### src/common/tdm_pkg.sv
// Purpose: Shared constants and types of the torque disconnect monitor
// Assumes: 250 MHz system clock, APB register access with 32-bit data
// Notes:   Times are held in their own units; cycle counts derive from them
package tdm_pkg;

	// Clock and time base
	localparam int CLK_HZ          = 250_000_000;
	localparam int MS_PER_S        = 1000;
	localparam int CYC_PER_MS      = CLK_HZ / MS_PER_S;

	// Single channel glitch window before a discrepancy fault, seconds
	localparam int SINGLE_WIN_S    = 2;
	localparam int SINGLE_WIN_MS   = SINGLE_WIN_S * MS_PER_S;

	// Brake close delay after torque disconnection, milliseconds
	localparam int BRAKE_DELAY_MS  = 30;

	// Worst case pin to pulse suppression response, milliseconds
	localparam int RESP_LV_MS      = 15;
	localparam int RESP_HV_MS      = 5;
	localparam int RESP_HV_CYC     = RESP_HV_MS * CYC_PER_MS;

	// Path test interval, hours, and the same in milliseconds
	localparam int          TEST_INTERVAL_H  = 8760;
	localparam longint      TEST_INTERVAL_MS =
		longint'(TEST_INTERVAL_H) * 64'd3600 * longint'(MS_PER_S);
	localparam int          TEST_W           = 36;

	// Register byte offsets
	localparam logic [7:0] OFS_CTRL     = 8'h00;
	localparam logic [7:0] OFS_STATUS   = 8'h04;
	localparam logic [7:0] OFS_IRQ_STAT = 8'h08;
	localparam logic [7:0] OFS_IRQ_MASK = 8'h0c;
	localparam logic [7:0] OFS_TIMER    = 8'h10;

	// Reset values
	localparam logic [31:0] CTRL_RST    = 32'h0000_0000;
	localparam logic [3:0]  MASK_RST    = 4'h0;

	// Control register layout
	typedef struct packed {
		logic [29:0] rsvd;
		logic        brake_cfg;  // Bit 1: holding brake fitted
		logic        drive_en;   // Bit 0: drive enable
	} tdm_ctrl_type;

	// Event bits, same layout in interrupt status and mask
	typedef struct packed {
		logic alarm;     // Bit 3: path test overdue
		logic fault;     // Bit 2: channel discrepancy fault
		logic deselect;  // Bit 1: disconnection released, path tested
		logic select;    // Bit 0: both channels selected
	} tdm_event_type;

	// Restart sequence states
	typedef enum logic [2:0] {
		ST_SAFE      = 3'b000,
		ST_WAIT_EN   = 3'b001,
		ST_WAIT_FALL = 3'b010,
		ST_WAIT_RISE = 3'b011,
		ST_RUN       = 3'b100
	} tdm_state_type;

	// Status register layout
	typedef struct packed {
		logic [21:0]   rsvd;
		tdm_state_type state;    // Bits 9:7
		logic          run;      // Bit 6: motor run enabled
		logic          brake;    // Bit 5: brake held open
		logic          alarm;    // Bit 4: test overdue
		logic          fault;    // Bit 3: discrepancy fault
		logic          sel;      // Bit 2: disconnection selected
		logic          chan_b;   // Bit 1: channel b level
		logic          chan_a;   // Bit 0: channel a level
	} tdm_status_type;

endpackage

### src/core/tdm_monitor.sv
// Purpose: Safe torque disconnect supervision with APB registers
// Assumes: Channel inputs low select disconnection; one 250 MHz clock
// Notes:   Test timer and alarm never influence the restart sequence
// Notes on behaviour
// - Each low channel forces its own pulse suppression output.
// - Selection closes the holding brake when a brake is configured.
// - Single channel select then release within 2 s gives no message.
// - Restart needs both released, enable, run falling then rising.
// - Pin to suppression far below 15 ms or 5 ms worst case.
// - Each select then release counts as a test of both paths.
// - 8760 hour timer; on expiry alarm stays until a path test.
// - Every release reloads the test timer to its set value.
// - Overdue alarm only informs; machine operation is unaffected.
// - Test before expiry resets timer and raises no alarm.
// - Lasting channel disagreement raises a fault and coasts the motor.
// - Brake close output goes low 30 ms after disconnection.
`timescale 1ns/1ps
module tdm_monitor
	import tdm_pkg::*;
#(
	parameter int          MS_CYC  = tdm_pkg::CYC_PER_MS,
	parameter int          WIN_MS  = tdm_pkg::SINGLE_WIN_MS,
	parameter int          BRK_MS  = tdm_pkg::BRAKE_DELAY_MS,
	parameter logic [35:0] TEST_MS = 36'(tdm_pkg::TEST_INTERVAL_MS)
) (
	// Clock and reset
	input  wire logic        clock,
	input  wire logic        rst,
	// APB slave
	input  wire logic        psel,
	input  wire logic        penable,
	input  wire logic        pwrite,
	input  wire logic [7:0]  paddr,
	input  wire logic [31:0] pwdata,
	output logic      [31:0] prdata,
	output logic             pready,
	output logic             pslverr,
	// Terminals
	input  wire logic        safety_channel_a,
	input  wire logic        safety_channel_b,
	input  wire logic        run_command,
	// Power stage and brake
	output logic             pulse_suppress_a,
	output logic             pulse_suppress_b,
	output logic             coast_stop,
	output logic             motor_run_enable,
	output logic             brake_hold_open,
	// Interrupt
	output logic             irq
);
	import tdm_pkg::*;

	// Parameter checks
	if (MS_CYC < 1 || WIN_MS < 2 || BRK_MS < 1 || TEST_MS < 36'h2) begin
		$error("tdm_monitor: time parameter out of range");
	end

	// Synchronised pins
	logic chan_a;
	logic chan_b;
	logic run_s;
	tdm_sync #(.W(3)) u_sync (
		.clock (clock),
		.rst   (rst),
		.d     ({safety_channel_a, safety_channel_b, run_command}),
		.q     ({chan_a, chan_b, run_s})
	);

	function automatic logic [31:0] cnt_up(input logic [31:0] c,
		input logic [31:0] lim);
		cnt_up = (c < lim) ? c + 32'h0000_0001 : c;
	endfunction

	// State registers
	logic [31:0]   div_reg, div_next;
	logic          tick_reg, tick_next;
	tdm_state_type state_reg, state_next;
	logic          run_prev_reg, run_prev_next;
	logic          sel_reg, sel_next;
	logic [31:0]   disc_reg, disc_next;
	logic          fault_reg, fault_next;
	logic [31:0]   brk_reg, brk_next;
	logic          brake_reg, brake_next;
	logic          pa_reg, pa_next;
	logic          pb_reg, pb_next;
	logic          run_reg, run_next;
	logic [35:0]   test_reg, test_next;
	logic          alarm_reg, alarm_next;
	tdm_ctrl_type  ctrl_reg, ctrl_next;
	tdm_event_type stat_reg, stat_next;
	tdm_event_type mask_reg, mask_next;
	logic          irq_reg, irq_next;
	logic          rdy_reg, rdy_next;
	logic          err_reg, err_next;
	logic [31:0]   rd_reg, rd_next;

	logic          sel_now;
	logic          deselect_ev;
	tdm_event_type ev;
	tdm_status_type status;

	assign sel_now     = !chan_a || !chan_b;
	assign deselect_ev = sel_reg && !sel_now;

	// Millisecond enable and safety path next values
	always_comb begin
		div_next      = (div_reg == 32'(MS_CYC - 1)) ? '0 : div_reg + 32'h1;
		tick_next     = (div_reg == 32'(MS_CYC - 1));
		sel_next      = sel_now;
		run_prev_next = run_s;
		pa_next       = !chan_a;
		pb_next       = !chan_b;
		// Disagreement must last the window before it counts
		disc_next     = (chan_a == chan_b) ? '0 :
			(tick_reg ? cnt_up(disc_reg, 32'(WIN_MS)) : disc_reg);
		fault_next    = fault_reg;
		if (chan_a == chan_b) begin
			fault_next = 1'b0;
		end else if (tick_reg && disc_reg == 32'(WIN_MS - 1)) begin
			fault_next = 1'b1;
		end
		// Brake closes a fixed delay after selection
		brk_next   = !sel_now ? '0 :
			(tick_reg ? cnt_up(brk_reg, 32'(BRK_MS)) : brk_reg);
		brake_next = brake_reg;
		if (!ctrl_reg.brake_cfg) begin
			brake_next = 1'b0;
		end else if (sel_reg && brk_reg == 32'(BRK_MS)) begin
			brake_next = 1'b0;
		end else if (state_reg == ST_RUN) begin
			brake_next = 1'b1;
		end
		// Restart sequence; alarm is not an input here
		state_next = state_reg;
		case (state_reg)
			ST_SAFE: begin
				if (!sel_now) state_next = ST_WAIT_EN;
			end
			ST_WAIT_EN: begin
				if (ctrl_reg.drive_en) state_next = ST_WAIT_FALL;
			end
			ST_WAIT_FALL: begin
				if (run_prev_reg && !run_s) state_next = ST_WAIT_RISE;
			end
			ST_WAIT_RISE: begin
				if (!run_prev_reg && run_s) state_next = ST_RUN;
			end
			ST_RUN: begin
				if (run_prev_reg && !run_s) state_next = ST_WAIT_RISE;
			end
			default: begin
				state_next = ST_SAFE;
			end
		endcase
		if (state_reg != ST_SAFE && !ctrl_reg.drive_en) begin
			state_next = ST_WAIT_EN;
		end
		if (sel_now || fault_reg) begin
			state_next = ST_SAFE;
		end
		run_next = (state_next == ST_RUN);
	end

	// Safety path registers
	always_ff @(posedge clock or posedge rst) begin
		if (rst) begin
			div_reg      <= '0;
			tick_reg     <= 1'b0;
			sel_reg      <= 1'b1;
			run_prev_reg <= 1'b0;
			pa_reg       <= 1'b1;
			pb_reg       <= 1'b1;
			disc_reg     <= '0;
			fault_reg    <= 1'b0;
			brk_reg      <= '0;
			brake_reg    <= 1'b0;
			state_reg    <= ST_SAFE;
			run_reg      <= 1'b0;
		end else begin
			div_reg      <= div_next;
			tick_reg     <= tick_next;
			sel_reg      <= sel_next;
			run_prev_reg <= run_prev_next;
			pa_reg       <= pa_next;
			pb_reg       <= pb_next;
			disc_reg     <= disc_next;
			fault_reg    <= fault_next;
			brk_reg      <= brk_next;
			brake_reg    <= brake_next;
			state_reg    <= state_next;
			run_reg      <= run_next;
		end
	end

	// Path test timer next values
	always_comb begin
		test_next  = test_reg;
		alarm_next = alarm_reg;
		if (deselect_ev) begin
			test_next  = TEST_MS;
			alarm_next = 1'b0;
		end else begin
			if (tick_reg && test_reg != '0) begin
				test_next = test_reg - 36'h1;
			end
			if (test_reg == '0) begin
				alarm_next = 1'b1;
			end
		end
	end

	// Path test timer registers
	always_ff @(posedge clock or posedge rst) begin
		if (rst) begin
			test_reg  <= TEST_MS;
			alarm_reg <= 1'b0;
		end else begin
			test_reg  <= test_next;
			alarm_reg <= alarm_next;
		end
	end

	// Event sources and status word
	always_comb begin
		ev          = '0;
		ev.select   = !sel_reg && !chan_a && !chan_b;
		ev.deselect = deselect_ev;
		ev.fault    = fault_next && !fault_reg;
		ev.alarm    = alarm_next && !alarm_reg;
		status        = '0;
		status.chan_a = chan_a;
		status.chan_b = chan_b;
		status.sel    = sel_reg;
		status.fault  = fault_reg;
		status.alarm  = alarm_reg;
		status.brake  = brake_reg;
		status.run    = run_reg;
		status.state  = state_reg;
	end

	// APB access, registers and interrupt next values
	always_comb begin
		logic acc;
		logic wr;
		logic hit;
		acc       = psel && penable && !rdy_reg;
		wr        = psel && penable && rdy_reg && pwrite;
		hit       = paddr inside {OFS_CTRL, OFS_STATUS, OFS_IRQ_STAT,
			OFS_IRQ_MASK, OFS_TIMER};
		rdy_next  = acc;
		err_next  = acc && !hit;
		rd_next   = '0;
		ctrl_next = ctrl_reg;
		mask_next = mask_reg;
		stat_next = stat_reg;
		if (acc && !pwrite) begin
			case (paddr)
				OFS_CTRL:     rd_next = ctrl_reg;
				OFS_STATUS:   rd_next = status;
				OFS_IRQ_STAT: rd_next = {28'h0, stat_reg};
				OFS_IRQ_MASK: rd_next = {28'h0, mask_reg};
				OFS_TIMER:    rd_next = test_reg[31:0];
				default:      rd_next = '0;
			endcase
		end
		if (wr && paddr == OFS_CTRL) begin
			ctrl_next      = '0;
			ctrl_next.drive_en  = pwdata[0];
			ctrl_next.brake_cfg = pwdata[1];
		end
		if (wr && paddr == OFS_IRQ_MASK) begin
			mask_next = pwdata[3:0];
		end
		if (wr && paddr == OFS_IRQ_STAT) begin
			stat_next = stat_reg & ~pwdata[3:0];
		end
		// A new event beats a clear in the same cycle
		stat_next = stat_next | ev;
		irq_next  = |(stat_next & mask_next);
	end

	// APB and interrupt registers
	always_ff @(posedge clock or posedge rst) begin
		if (rst) begin
			rdy_reg  <= 1'b0;
			err_reg  <= 1'b0;
			rd_reg   <= '0;
			ctrl_reg <= CTRL_RST;
			mask_reg <= MASK_RST;
			stat_reg <= '0;
			irq_reg  <= 1'b0;
		end else begin
			rdy_reg  <= rdy_next;
			err_reg  <= err_next;
			rd_reg   <= rd_next;
			ctrl_reg <= ctrl_next;
			mask_reg <= mask_next;
			stat_reg <= stat_next;
			irq_reg  <= irq_next;
		end
	end

	// Outputs straight from flip-flops
	assign prdata           = rd_reg;
	assign pready           = rdy_reg;
	assign pslverr          = err_reg;
	assign pulse_suppress_a = pa_reg;
	assign pulse_suppress_b = pb_reg;
	assign coast_stop       = fault_reg;
	assign motor_run_enable = run_reg;
	assign brake_hold_open  = brake_reg;
	assign irq              = irq_reg;

	// Checks
	property p_chan_a_cut;
		@(posedge clock) disable iff (rst) !chan_a |=> pulse_suppress_a;
	endproperty
	a_chan_a_cut: assert property (p_chan_a_cut)
		else $error("channel a low without suppression");

	property p_chan_b_cut;
		@(posedge clock) disable iff (rst) !chan_b |=> pulse_suppress_b;
	endproperty
	a_chan_b_cut: assert property (p_chan_b_cut)
		else $error("channel b low without suppression");

	property p_resp;
		@(posedge clock) disable iff (rst)
			$fell(chan_a) |-> ##[1:2] (pulse_suppress_a && !motor_run_enable);
	endproperty
	a_resp: assert property (p_resp)
		else $error("suppression response too slow");

	property p_brake;
		@(posedge clock) disable iff (rst)
			(sel_reg && brk_reg == 32'(BRK_MS)) |=> !brake_hold_open;
	endproperty
	a_brake: assert property (p_brake)
		else $error("brake not closed after delay");

	property p_fault_late;
		@(posedge clock) disable iff (rst)
			$rose(coast_stop) |-> $past(disc_reg) == 32'(WIN_MS - 1);
	endproperty
	a_fault_late: assert property (p_fault_late)
		else $error("fault raised before window");

	property p_fault_set;
		@(posedge clock) disable iff (rst)
			(chan_a != chan_b && tick_reg && disc_reg == 32'(WIN_MS - 1))
			|=> coast_stop ##1 !motor_run_enable;
	endproperty
	a_fault_set: assert property (p_fault_set)
		else $error("discrepancy fault missing");

	property p_restart;
		@(posedge clock) disable iff (rst)
			$rose(motor_run_enable) |-> $past(state_reg) == ST_WAIT_RISE
			&& $past(run_s) && !$past(run_prev_reg)
			&& $past(ctrl_reg.drive_en);
	endproperty
	a_restart: assert property (p_restart)
		else $error("run enabled out of sequence");

	property p_reload;
		@(posedge clock) disable iff (rst)
			deselect_ev |=> (test_reg == TEST_MS && !alarm_reg);
	endproperty
	a_reload: assert property (p_reload)
		else $error("test timer not reloaded");

	property p_alarm_hold;
		@(posedge clock) disable iff (rst)
			(alarm_reg && !deselect_ev) |=> alarm_reg;
	endproperty
	a_alarm_hold: assert property (p_alarm_hold)
		else $error("alarm dropped without test");

	property p_alarm_inert;
		@(posedge clock) disable iff (rst)
			(state_reg == ST_RUN && !sel_now && !fault_reg && run_s
			&& run_prev_reg && ctrl_reg.drive_en) |=> state_reg == ST_RUN;
	endproperty
	a_alarm_inert: assert property (p_alarm_inert)
		else $error("run state left without cause");

	c_run: cover property (@(posedge clock) disable iff (rst)
		$rose(motor_run_enable));
	c_fault: cover property (@(posedge clock) disable iff (rst)
		$rose(coast_stop));
	c_alarm: cover property (@(posedge clock) disable iff (rst)
		$rose(alarm_reg));
	c_test: cover property (@(posedge clock) disable iff (rst)
		$rose(sel_reg) ##[1:100] deselect_ev);

endmodule // tdm_monitor

### src/core/tdm_sync.sv
// Purpose: Two stage synchroniser for asynchronous pin inputs
// Assumes: Inputs are quasi static levels relative to the clock
// Notes:   First stage feeds only the second stage
`timescale 1ns/1ps
module tdm_sync #(
	parameter int W = 1
) (
	// Clock and reset
	input  wire logic         clock,
	input  wire logic         rst,
	// Data
	input  wire logic [W-1:0] d,
	output logic      [W-1:0] q
);

	logic [W-1:0] meta_reg;

	// Two flip-flops in series
	always_ff @(posedge clock or posedge rst) begin
		if (rst) begin
			meta_reg <= '0;
			q        <= '0;
		end else begin
			meta_reg <= d;
			q        <= meta_reg;
		end
	end

endmodule // tdm_sync

### config.mk
export PLATFORM = sky130hd
export DESIGN_NAME = tdm_monitor
export DESIGN_NICKNAME = d
export VERILOG_FILES = /design/src/common/tdm_pkg.sv /design/src/core/tdm_monitor.sv /design/src/core/tdm_sync.sv
export SDC_FILE = /design/constraint.sdc
export NUM_CORES = 1
export LEC_CHECK = 0
export ABC_AREA = 1
export BUFFER_PORTS_ARGS = -buffer_cell sky130_fd_sc_hd__buf_2
export CAP_MARGIN = 20
export CORE_ASPECT_RATIO = 1.5
export CORE_MARGIN = 5
export CORE_UTILIZATION = 30
export CTS_BUF_LIST = sky130_fd_sc_hd__clkbuf_4
export DETAILED_ROUTE_END_ITERATION = 10
export GPL_TIMING_DRIVEN = 0
export HOLD_SLACK_MARGIN = 0.05
export PLACE_DENSITY = 0.5
export SYNTH_ARGS = -nofsm -noshare
export SYNTH_HDL_FRONTEND = slang
export SYNTH_SLANG_ARGS = --single-unit
### constraint.sdc
create_clock -name clock -period 5.65 [get_ports clock]
set_clock_uncertainty 0.05 [all_clocks]
set_input_delay 0.2825 -clock clock [delete_from_list [all_inputs] [get_ports clock]]
set_output_delay 0.2825 -clock clock [all_outputs]
set_load 0.05 [all_outputs]
# After elaboration in Yosys (flattened, before gate mapping)
# Index checks and enable logic that the tools add are counted.
[totals]
mem_count = 0
out_inout_bits = 40
register_bits = 195
ramBits = 0
rom_bits = 0
wordCells = 130
latchBits = 0
inputBits = 48
[op_classes]
div = 0
n_mux = 27
n_eq_ne = 16
n_mul = 0
n_shift = 0
n_reduce_logical = 47
n_lt_le_gt_ge = 2
add_sub_neg = 4
bitwise_logic = 4
[ops]
columns = ["cell", "count"]
rows = [
  ["32-bit 2-to-1 mux", 8],
  ["32-bit case mux with 5 select lines", 1],
  ["32-bit by 1-bit adder with 32-bit output, second input constant", 3],
  ["36-bit 2-to-1 mux", 2],
  ["36-bit logical NOT", 1],
  ["36-bit nonzero test", 1],
  ["36-bit by 1-bit subtractor with 36-bit output, second input constant", 1],
  ["32-bit by 11-bit == test with 1-bit output, second input constant", 1],
  ["32-bit by 18-bit == test with 1-bit output, second input constant", 1],
  ["32-bit by 5-bit == test with 1-bit output, second input constant", 1],
  ["32-bit by 11-bit less-than comparator with 1-bit output, second input constant", 1],
  ["32-bit by 5-bit less-than comparator with 1-bit output, second input constant", 1],
  ["1-bit logical AND", 20],
  ["3-bit 2-to-1 mux", 6],
  ["8-bit by 4-bit == test with 1-bit output, second input constant", 2],
  ["1-bit logical NOT", 12],
  ["3-bit case mux with 4 select lines", 1],
  ["4-bit AND", 2],
  ["8-bit by 3-bit == test with 1-bit output, second input constant", 1],
  ["8-bit by 5-bit == test with 1-bit output, second input constant", 1],
  ["8-bit logical NOT", 1],
  ["4-bit 2-to-1 mux", 2],
  ["1-bit 2-to-1 mux", 7],
  ["3-bit by 2-bit == test with 1-bit output, second input constant", 2],
  ["16 further kinds", 21],
]

# Longest topological paths before layout
# Gate-level depths: netlist of the first run.
[logic_depth]
depth_word = 9
ltp_mapped = 13

# Cells and area by module
# A second synthesis of the first run with hierarchy kept.
[hier_totals]
cells_unflattened = 1213
hier_area_um2 = 9549.2
[modules_own_cells]
columns = ["mod", "seq_area_each_um2", "area_each_um2", "instances", "cells_per_inst"]
rows = [
  ["tdm_monitor", 4752.1, 9395.3, 1, 1206],
  ["tdm_sync", 150.1, 153.9, 1, 7],
]

# Least setup slack after synthesis of the first run
# OpenSTA, ideal clock, no wires.
[synth_timing]
path_type = "register -> register"
startpoint = "register rdy_reg, in the netlist pready"
endpoint = "register irq_reg, in the netlist irq"
t_required_ps = 5476
path_stages_with_launch = 10
arrival_time_ps = 1543
path_buffers = 0
slack_ps = 3934
setup_ps = 124
cell_sequence = "dfrtp_1 -> nand2_1 -> nor2_1 -> nand2_1 -> nand2_1 -> nand3_1 -> nand2_1 -> nand2_1 -> inv_1 -> nand3_1"
[synth_lines]
columns = ["element", "line_no", "source"]
rows = [
  ["from (decl)", "tdm_monitor.sv:93", "logic rdy_reg, rdy_next;"],
  ["from (signal assigned)", "tdm_monitor.sv:293", "rdy_reg <= rdy_next;"],
  ["to (signal assigned)", "tdm_monitor.sv:299", "irq_reg <= irq_next;"],
  ["to (decl)", "tdm_monitor.sv:92", "logic irq_reg, irq_next;"],
]

# Worst setup path after layout of the first run
[layout_timing]
startpoint = "register test_reg[0]"
endpoint = "register test_reg[30]"
[layout_via]
elab_chain_cells = 3
word_cells_on_any_way = 6
[layout_lines]
columns = ["element", "line_no", "source"]
rows = [
  ["from (decl)", "tdm_monitor.sv:87", "logic [35:0] test_reg, test_next;"],
  ["from (signal assigned)", "tdm_monitor.sv:218", "test_reg <= test_next;"],
  ["36-bit by 1-bit subtractor with 36-bit output / 36-bit nonzero test (equally long branches)", "tdm_monitor.sv:204, tdm_monitor.sv:203", ""],
  ["36-bit 2-to-1 mux / 1-bit logical AND (equally long branches)", "tdm_monitor.sv:203", "if (tick_reg && test_reg != '0) begin"],
  ["36-bit 2-to-1 mux / 2-bit nonzero test (equally long branches)", "n/a", ""],
]
# Parallel ways exist; a longest one is shown, timed or not. The select of a mux whose other input is x is not followed.
# A chain may end at the register's enable or synchronous reset.

==> results of run 1 <==
final cells by class:
type / count / area, µm² / share of cell area (%)
flip-flops and latches: 195 / 4900 / 44.4
multi-input cells: 831 / 4000 / 36.2
inverters: 164 / 626 / 5.66
well taps: 410 / 513 / 4.64
repair buffers: 79 / 508 / 4.60
clock inverters: 15 / 211 / 1.91
plain buffers: 25 / 155 / 1.40
clock buffers: 17 / 128 / 1.16
diodes: 2 / 5.00 / 0.0453
per-layer routing:
metal  vias up  routed length (µm)  GRT usage, %
li1       4046                   -             -
met1      3748               10500          17.3
met2       135               13900          27.0
met3        44                 885          2.60
met4         0                 734          5.43
met5         -                   0             0
cells in the final DEF (no fill, tap or decap), types with 4 or more instances in the layout:
master	instances
inv_1	159
buf_6	5
clkinv_8	7
nor4_1	9
dfstp_2	18
inv_8	4
nand2_1	276
o21ai_0	25
nand4_1	38
nor2_1	206
ha_1	7
xor2_1	45
buf_2	70
nor3_1	51
nor2_2	9
nand3_1	78
o21ai_1	25
nor2_4	5
nand2_2	9
clkbuf_1	9
nand3b_1	6
dfrtp_1	177
xnor2_1	7
clkbuf_4	17
dlygate4sd3_1	18
a21oi_1	16
cell families after synthesis:
group | count (synthesis)
DFF | 195
and+or+nand+nor | 701
adders and majority gates | 7
buffers and inverters | 189
AOI/OAI and AO/OA | 71
xor gates and xnor gates | 52
stage by stage:
stage	hold slack, ns	utilization (%)	setup TNS, ns	power, W
after floorplan	0.264	-	0	0.00177
after global placement	0.284	32.9	-447.21	0.00189
after detailed placement	0.293	33.0	0	0.00190
after CTS	0.0754	34.6	0	0.00276
after global routing	0.111	34.7	0	0.00287
final	0.155	34.7	0	0.00271
how the worst min path moves through the flow:
stage                                 startpoint                            to  slack (ns)  cells past startpoint
CTS                                         psel          prdata[29]$_DFF_PP0_        0.08                      5
global route                            paddr[7]           prdata[0]$_DFF_PP0_        0.11                      6
finish                                  paddr[6]           prdata[0]$_DFF_PP0_        0.16                      6
global placement    u_sync.meta_reg[1]$_DFF_PP0_         u_sync.q[1]$_DFF_PP0_        0.28                      0
detailed placement  u_sync.meta_reg[2]$_DFF_PP0_         u_sync.q[2]$_DFF_PP0_        0.29                      0
floorplan                            run_command  u_sync.meta_reg[0]$_DFF_PP0_        0.26                      0
worst max-delay path, cell delays in order, from the launching register on:
cell	delay (ns)
dfrtp_1	0.50
inv_1	0.24
ha_1	0.18
buf_2	0.23
nand2_1	0.18
nor2_2	0.23
nand2_1	0.17
nor2_1	0.24
xor2_1	0.16
nand2_1	0.06
nand2_1	0.09
nand2_1	0.05
power groups by stage:
stage               Sequential [W]  Combinational, W  Clock [W]
finish                     0.00150          0.000379   0.000830
global route               0.00151          0.000426   0.000936
CTS                        0.00150          0.000383   0.000878
detailed placement         0.00152          0.000374          0
global placement           0.00152          0.000369          0
floorplan                  0.00151          0.000259          0
==> flow_metrics.py, run 1 <==
metrics = {
    "floorplanning": {
        "die_x_um": 157,
        "start_util_pct": 30.4,
        "die_y_um": 230,
        "die-area_um2": 36000,
        "io-pin-count": 88,
        "rows": 80,
        "fp.coreArea_um2": 31800,
    },
    "setup_path": {
        "worstSetupStartpointType": "flip-flop",
        "regToRegEndpoint": "test_reg[30]$_DFFE_PP1P_",
        "r2r_slack_ns": 3.24,
        "cp-end-kind": "flip-flop",
        "r2r_start": "test_reg[0]$_DFFE_PP0P_",
        "crit_end": "test_reg[30]$_DFFE_PP1P_",
        "setup.worst_path.class": "reg -> reg",
        "critPathLaunch": "test_reg[0]$_DFFE_PP0P_",
        "cp.required_ns": 6.16,
        "cp_max_fo": 7,
        "r2r_cells": 11,
        "crit_arrival_ns": 2.92,
    },
    "timing": {
        "finalSetupViolCount": 0,
        "min_period_over_period_pct": 42.6,
        "post-route-worst-setup-slack_ns": 3.24,
        "tightest_slew_ns": 0.650,
        "finalMaxSlewViolations": 0,
        "rsz0062_at_grt": "no",
        "max_freq_mhz": 415,
        "hold_viol": 0,
        "fin_crit_ns": 2.41,
        "relSlewSlack_pct": 56.7,
    },
    "synthesis": {
        "syn_inst": 1215,
        "synth_commonest_cells": "nand2_1, nor2_1, dfrtp_1",
        "yosys.area_share.xor_xnor_pct": 4.71,
        "synth_mux_area_share_pct": 0,
        "synth_nets": 1270,
        "ys.flop_type": "dfrtp_1",
        "yosysTopAreaCell": "dfrtp_1",
        "yosysSeqAreaShare_pct": 50.7,
        "yosys.area_share.simple_pct": 31.9,
        "synth_most_common_cell": "nand2_1",
        "syn_area_per_cell_um2": 7.96,
        "synth-seq-cells": 195,
        "synth_compound_gate_area_share_pct": 3.84,
        "synth_edf_count": 0,
        "synth_area_leaders": "dfrtp_1, nand2_1, nor2_1",
        "ys_warn_count": 0,
        "yosysUniqueCellTypes": 38,
        "synth_top_area_share_pct": 45.8,
        "synth_top_family_by_area": "simple AND/OR/NAND/NOR gates",
        "synth_adder_area_share_pct": 0.905,
        "ys_async_sr_fraction_pct": 100,
        "syn_area_um2": 9680,
    },
    "pwr": {
        "pwr-share-comb_pct": 14.0,
        "power.share.switching_pct": 32.7,
        "max-vdd-ir-drop_v": 0.000103,
        "seqPwrFrac_pct": 55.3,
        "power.leakage_nw": 5.45,
        "p_int_w": 0.00182,
        "clkPwrFrac_pct": 30.6,
        "switchingPower_w": 0.000886,
        "powerDensity_nw_per_um2": 245,
    },
    "min_path": {
        "hold_path_class": "in -> reg",
    },
    "cts": {
        "clock_sinks": 195,
        "clock_latency_ns": 0.62,
        "postCtsSetupRepairBufs": 0,
        "cts_resized": 0,
        "holdBufCountCts": 17,
        "numCtsBuffers": 17,
        "tritoncts": "built",
        "ctsHtreeMaxLevel": 4,
        "path_clk_slew_ns": 0.18,
        "cts_buffer_depth": 2,
        "root_buffer": "clkbuf_4",
    },
    "layout": {
        "fin_cells": 1738,
        "largest_register_ffs": 36,
        "syn2layout_area_growth_pct": 14.2,
        "final_area_um2": 11000,
        "drive_above_1_share_pct": 12.5,
        "nFillCells": 3468,
        "finalNetCount": 1368,
    },
    "place": {
        "gp_congestion": 0.885,
        "place_area_um2": 10500,
        "port_buffers": 59,
        "dpl.hpwl_mm": 19.8,
        "pre_cts_ws_ns": 3.28,
        "place_inst": 1685,
    },
    "global_routing": {
        "grt_pass1_vias": 8007,
        "grt_max_degree": 127,
        "grt_overflow_total": 0,
        "track_usage_pct": 14.9,
        "grt_pass1_wl_mm": 42.0,
        "antenna_found_initial": 2,
    },
    "detailed_routing": {
        "drc": 0,
        "drt_iter0_markers": 329,
        "drtAntennaViolNets": 0,
        "num_vias": 7973,
        "firstDrtPassIters": 5,
        "wl_mm": 26.0,
        "vias_per_cell": 4.59,
        "drt-wirelength-per-cell_um": 15.0,
    },
    "status": {
        "status": "finished, final reports clean",
    },
    "flow_run": {
        "maxCapViolCount": 0,
    },
}
Note: power is estimated with default switching activity, not from simulation.
==> inputs of run 2 (changes only) <==
clock period = 1.95 ns   (was 5.65 ns; I/O delays follow)
==> flow_metrics.py, run 2 (same netlist as run 1, synthesis figures left out) <==
metrics = {
    "place": {
        "dpl.hpwl_mm": 20.2,
        "gp_congestion": 0.890,
        "place_inst": 1689,
        "port_buffers": 59,
    },
    "timing": {
        "fin_crit_ns": 1.88,
        "max_freq_mhz": 531,
        "whs_ns": -0.0854,
        "tightest_slew_ns": 0.535,
        "fin_tns_setup_ns": 0,
        "finalSetupViolCount": 0,
        "relSlewSlack_pct": 64.1,
        "finalMaxSlewViolations": 0,
        "min_period_over_period_pct": 96.5,
        "hold_viol": 4,
    },
    "cts": {
        "clock_sinks": 195,
        "ctsHtreeMaxLevel": 4,
        "numCtsBuffers": 17,
        "root_buffer": "clkbuf_4",
        "cts_buffer_depth": 2,
        "path_clk_slew_ns": 0.18,
        "clock_latency_ns": 0.60,
        "tritoncts": "built",
    },
    "setup_path": {
        "cp-end-kind": "flip-flop",
        "r2r_cells": 8,
        "crit_arrival_ns": 2.33,
        "r2r_start": "test_reg[5]$_DFFE_PP0P_",
        "r2r_slack_ns": 0.12,
        "cp.required_ns": 2.40,
        "regToRegEndpoint": "test_reg[31]$_DFFE_PP0P_",
        "cp_max_fo": 10,
        "setup.worst_path.class": "in -> reg",
        "worstSetupStartpointType": "primary input",
    },
    "status": {
        "violations": "hold timing",
        "status": "finished, violations left",
    },
    "pwr": {
        "switchingPower_w": 0.00250,
        "pwr-share-comb_pct": 15.4,
        "powerDensity_nw_per_um2": 672,
        "power.share.switching_pct": 32.7,
        "max-vdd-ir-drop_v": 0.000312,
        "p_int_w": 0.00515,
        "power.leakage_nw": 5.58,
        "clkPwrFrac_pct": 27.9,
        "seqPwrFrac_pct": 56.7,
    },
    "detailed_routing": {
        "drtAntennaViolNets": 0,
        "vias_per_cell": 4.58,
        "drt_iter0_markers": 375,
        "wl_mm": 26.5,
        "firstDrtPassIters": 4,
        "drt-wirelength-per-cell_um": 15.0,
        "num_vias": 8074,
        "drc": 0,
    },
    "layout": {
        "final_common_cell": "nand2_1",
        "syn2layout_area_growth_pct": 17.7,
        "finalNetCount": 1393,
        "largest_register_ffs": 36,
        "fin_cells": 1763,
        "drive_above_1_share_pct": 16.1,
        "layout_common_cells": "nand2_1, nor2_1, dfrtp_1",
        "final_util_pct": 35.8,
    },
    "global_routing": {
        "grt_pass1_wl_mm": 42.7,
        "grt_overflow_total": 0,
        "grt_pass1_vias": 8126,
        "grt_max_degree": 42,
        "antenna_found_initial": 2,
        "track_usage_pct": 15.1,
    },
    "floorplanning": {
        "fp.coreArea_um2": 31800,
        "start_util_pct": 30.4,
        "die-area_um2": 36000,
        "die_y_um": 230,
        "die_x_um": 157,
        "rows": 80,
        "io-pin-count": 88,
    },
    "min_path": {
        "whs_path_depth": 6,
        "hold_start": "paddr[0]",
        "hold_path_class": "in -> reg",
        "whs_endpoint": "mask_reg[0]$_DFF_PP0_",
    },
    "flow_run": {
        "maxCapViolCount": 0,
    },
}
==> run 2: power by group through the flow <==
stage / logic (W) / clock network, W / registers, W
after floorplan: 0.000752 / 0 / 0.00439
after global placement: 0.00108 / 0 / 0.00441
after detailed placement: 0.00110 / 0 / 0.00441
after CTS: 0.00116 / 0.00227 / 0.00434
after global routing: 0.00132 / 0.00242 / 0.00436
final: 0.00118 / 0.00213 / 0.00434
==> run 2: how the worst max path moves through the flow <==
stage | to | cells past startpoint | from | slack [ns]
after CTS | test_reg[30]$_DFFE_PP1P_ | 11 | test_reg[0]$_DFFE_PP0P_ | 0.007
final | prdata[9]$_DFF_PP0_ | 9 | paddr[7] | 0.07
after floorplan | alarm_reg$_DFF_PP0_ | 1 | rst | -0.70
after detailed placement | test_reg[30]$_DFFE_PP1P_ | 11 | test_reg[0]$_DFFE_PP0P_ | -0.42
after global placement | prdata[24]$_DFF_PP0_ | 2 | rst | -2.09
after global routing | test_reg[1]$_DFFE_PP0P_ | 12 | test_reg[3]$_DFFE_PP0P_ | -0.01
==> run 2: what timing repair did <==
action	in CTS	in global routing
hold buffers	27	2
setup buffers	1	13
setup endpoints to repair	74	68
endpoints found under the hold margin	210	8
pin swaps	1	11
gates resized for setup	18	35
==> run 2: metrics by stage <==
step / power [W] / worst slack [ns] / cell area (µm²) / hold WS (ns)
after floorplan: 0.00514 / -0.701 / 9680 / 0.0789
after global placement: 0.00549 / -2.09 / 10500 / 0.156
after detailed placement: 0.00551 / -0.417 / 10600 / 0.0682
after CTS: 0.00777 / 0.00737 / 11200 / 0.239
after global routing: 0.00809 / -0.0132 / 11400 / -0.125
final: 0.00765 / 0.0678 / 11400 / -0.0854
==> run 2: area by class of cell <==
cell class                 count  area [µm²]
fill                        3421       20400
sequential                   195        4910
multi-input combinational    831        4120
timing repair buffer         104         768
inverter                     164         624
tap                          410         513
buffer                        25         175
clock inverter                15         144
clock buffer                  17         128
antenna                        2        5.00
==> run 2: critical path: stages <==
cell and delay [ns]:
dlygate4sd3_1 0.53, buf_2 0.12, nor2_2 0.12, and3b_1 0.23, clkbuf_1 0.29, nand2_2 0.25
o21ai_2 0.17, nand2_2 0.20, a21oi_1 0.30
==> run 2: per-layer routing <==
| layer | global-route usage, % | routed length [µm] |
|---|---|---|
| met5 | 0 | 13 |
| met4 | 6.00 | 895 |
| met3 | 2.67 | 915 |
| met2 | 27.8 | 14200 |
| met1 | 16.9 | 10400 |
==> inputs of run 3 (changes only) <==
BUFFER_PORTS_ARGS = not set   (was -buffer_cell sky130_fd_sc_hd__buf_2)
DONT_BUFFER_PORTS = 1   (was not set)
PLACE_DENSITY = 0.47   (was 0.5)
==> flow_metrics.py, run 3 (same netlist as run 1, synthesis figures left out) <==
metrics = {
    "status": {
        "status": "finished, final reports clean",
    },
    "timing": {
        "max_freq_mhz": 519,
        "post-route-worst-setup-slack_ns": 0.0238,
        "finalSetupViolCount": 0,
        "finalMaxSlewViolations": 0,
        "fin_crit_ns": 1.93,
        "hold_viol": 0,
        "min_period_over_period_pct": 98.8,
        "tightest_slew_ns": 0.604,
        "relSlewSlack_pct": 59.7,
    },
    "place": {
        "place_area_um2": 10300,
        "dpl.hpwl_mm": 20.3,
        "pre_cts_ws_ns": -0.499,
        "place_inst": 1630,
        "gp_congestion": 0.899,
        "port_buffers": 0,
    },
    "layout": {
        "finalNetCount": 1341,
        "final_common_cell": "nand2_1",
        "layout_common_cells": "nand2_1, nor2_1, dfrtp_1",
        "nFillCells": 3412,
        "fin_cells": 1713,
        "final_area_um2": 11200,
        "seq_area_um2": 4910,
        "largest_register_ffs": 36,
        "syn2layout_area_growth_pct": 15.7,
        "multiInputGateArea_um2": 4130,
        "final_util_pct": 35.2,
        "drive_above_1_share_pct": 12.2,
    },
    "min_path": {
        "hold_path_class": "in -> reg",
    },
    "pwr": {
        "power.leakage_nw": 5.34,
        "powerDensity_nw_per_um2": 685,
        "max-vdd-ir-drop_v": 0.000323,
    },
    "global_routing": {
        "antenna_found_initial": 4,
        "track_usage_pct": 15.2,
        "grt_max_degree": 42,
        "grt_pass1_vias": 8076,
        "grt_pass1_wl_mm": 42.8,
        "grt_overflow_total": 0,
    },
    "detailed_routing": {
        "wl_mm": 26.6,
        "drt-wirelength-per-cell_um": 15.5,
        "dr_wl_met3_um": 861,
        "vias_per_cell": 4.59,
        "drt_iter0_markers": 451,
        "num_vias": 7861,
        "drtAntennaViolNets": 0,
        "wl_met1_mm": 10.7,
        "firstDrtPassIters": 4,
        "wl_met2_mm": 14.3,
        "drc": 0,
        "highest_layer": "met5",
    },
    "setup_path": {
        "cp_max_fo": 6,
        "cp.required_ns": 2.41,
        "crit_slowest_cell": "dlygate4sd3_1",
        "worstPathCellList": "dlygate4sd3_1 -> nor2_1 -> dlygate4sd3_1 -> nand2_2 -> nor2_1 -> nand3_1 -> inv_2 -> nand2_1 -> a21oi_1",
        "crit_arrival_ns": 2.39,
        "worstSetupStartpointType": "primary input",
        "slowest_delay_ns": 0.59,
        "setup.worst_path.class": "in -> reg",
        "cp-end-kind": "flip-flop",
    },
    "floorplanning": {
        "start_util_pct": 30.4,
        "die-area_um2": 36000,
        "die_y_um": 230,
        "die_x_um": 157,
        "fp.coreArea_um2": 31800,
        "rows": 80,
        "io-pin-count": 88,
    },
    "cts": {
        "tritoncts": "built",
        "root_buffer": "clkbuf_4",
        "ctsHtreeMaxLevel": 4,
        "numCtsBuffers": 17,
        "clock_latency_ns": 0.60,
        "path_clk_slew_ns": 0.18,
        "cts_buffer_depth": 2,
        "clock_sinks": 195,
    },
    "flow_run": {
        "maxCapViolCount": 0,
    },
}
[run 3: cell count changes in the layout (fill, tap and decap cells not counted), moves of 3 or more]
cell | before | now
nor2_4 | 11 | 14
dlygate4sd3_1 | 27 | 30
buf_2 | 64 | 7
nor2_1 | 188 | 191
nor2_2 | 21 | 15
[run 3: final timing paths]
check,from,end,slack [ns],cells past startpoint
max,paddr[4],prdata[6]$_DFF_PP0_,0.02,9
min,paddr[3],prdata[6]$_DFF_PP0_,0.08,4
max reg2reg,test_reg[9]$_DFFE_PP0P_,test_reg[8]$_DFFE_PP0P_,0.11,10
min reg2reg,u_sync.meta_reg[2]$_DFF_PP0_,u_sync.q[2]$_DFF_PP0_,0.32,0
max in group asynchronous,rst,test_reg[16]$_DFFE_PP1P_,0.44,6
min in group asynchronous,rst,pulse_suppress_b$_DFF_PP1_,0.57,3
[run 3: power by group]
part / switching, W / internal, W / leakage, nW
Clock: 0.00158 / 0.000573 / 0.151
Combinational: 0.000790 / 0.000359 / 2.59
Sequential: 0.000146 / 0.00422 / 2.59
Total: 0.00251 / 0.00515 / 5.34
[run 3: layout make-up]
type / count / area share (%)
clock inverters: 15 / 1.36
repair buffers: 53 / 4.94
plain buffers: 24 / 1.53
diodes: 4 / 0.0894
well taps: 410 / 4.58
flip-flops and latches: 195 / 43.9
multi-input cells: 831 / 36.9
inverters: 164 / 5.58
clock buffers: 17 / 1.14
[run 3: critical path: cells and delay by family]
| family | cells | cell delay [ns] |
|---|---|---|
| buf+inv | 3 | 1.34 |
| simple gates | 5 | 0.68 |
| compound gates | 1 | 0.27 |
[run 3: repair_timing]
action	CTS	global route
endpoints found under the setup margin	93	76
gates cloned	0	0
buffers inserted	1	15
hold buffers	31	1
endpoints found under the hold margin	188	3
pin swaps	0	8
gates resized for setup	21	37
[run 3: metal layers]
metal  track usage [%]  vias up
met5                 0        -
met4              5.78        2
met3              2.84       40
met2              27.8      138
met1              17.3     3698
li1                  -     3983
[run 3: through the flow]
step	hold WS [ns]	total power [W]	setup TNS (ns)
final	0.0780	0.00767	0
after floorplan	0.0789	0.00514	-125.32
after detailed placement	0.0390	0.00549	-18.74
after global routing	0.0510	0.00810	-0.0107
after global placement	0.0790	0.00546	-376.50
after CTS	0.154	0.00778	-0.00228
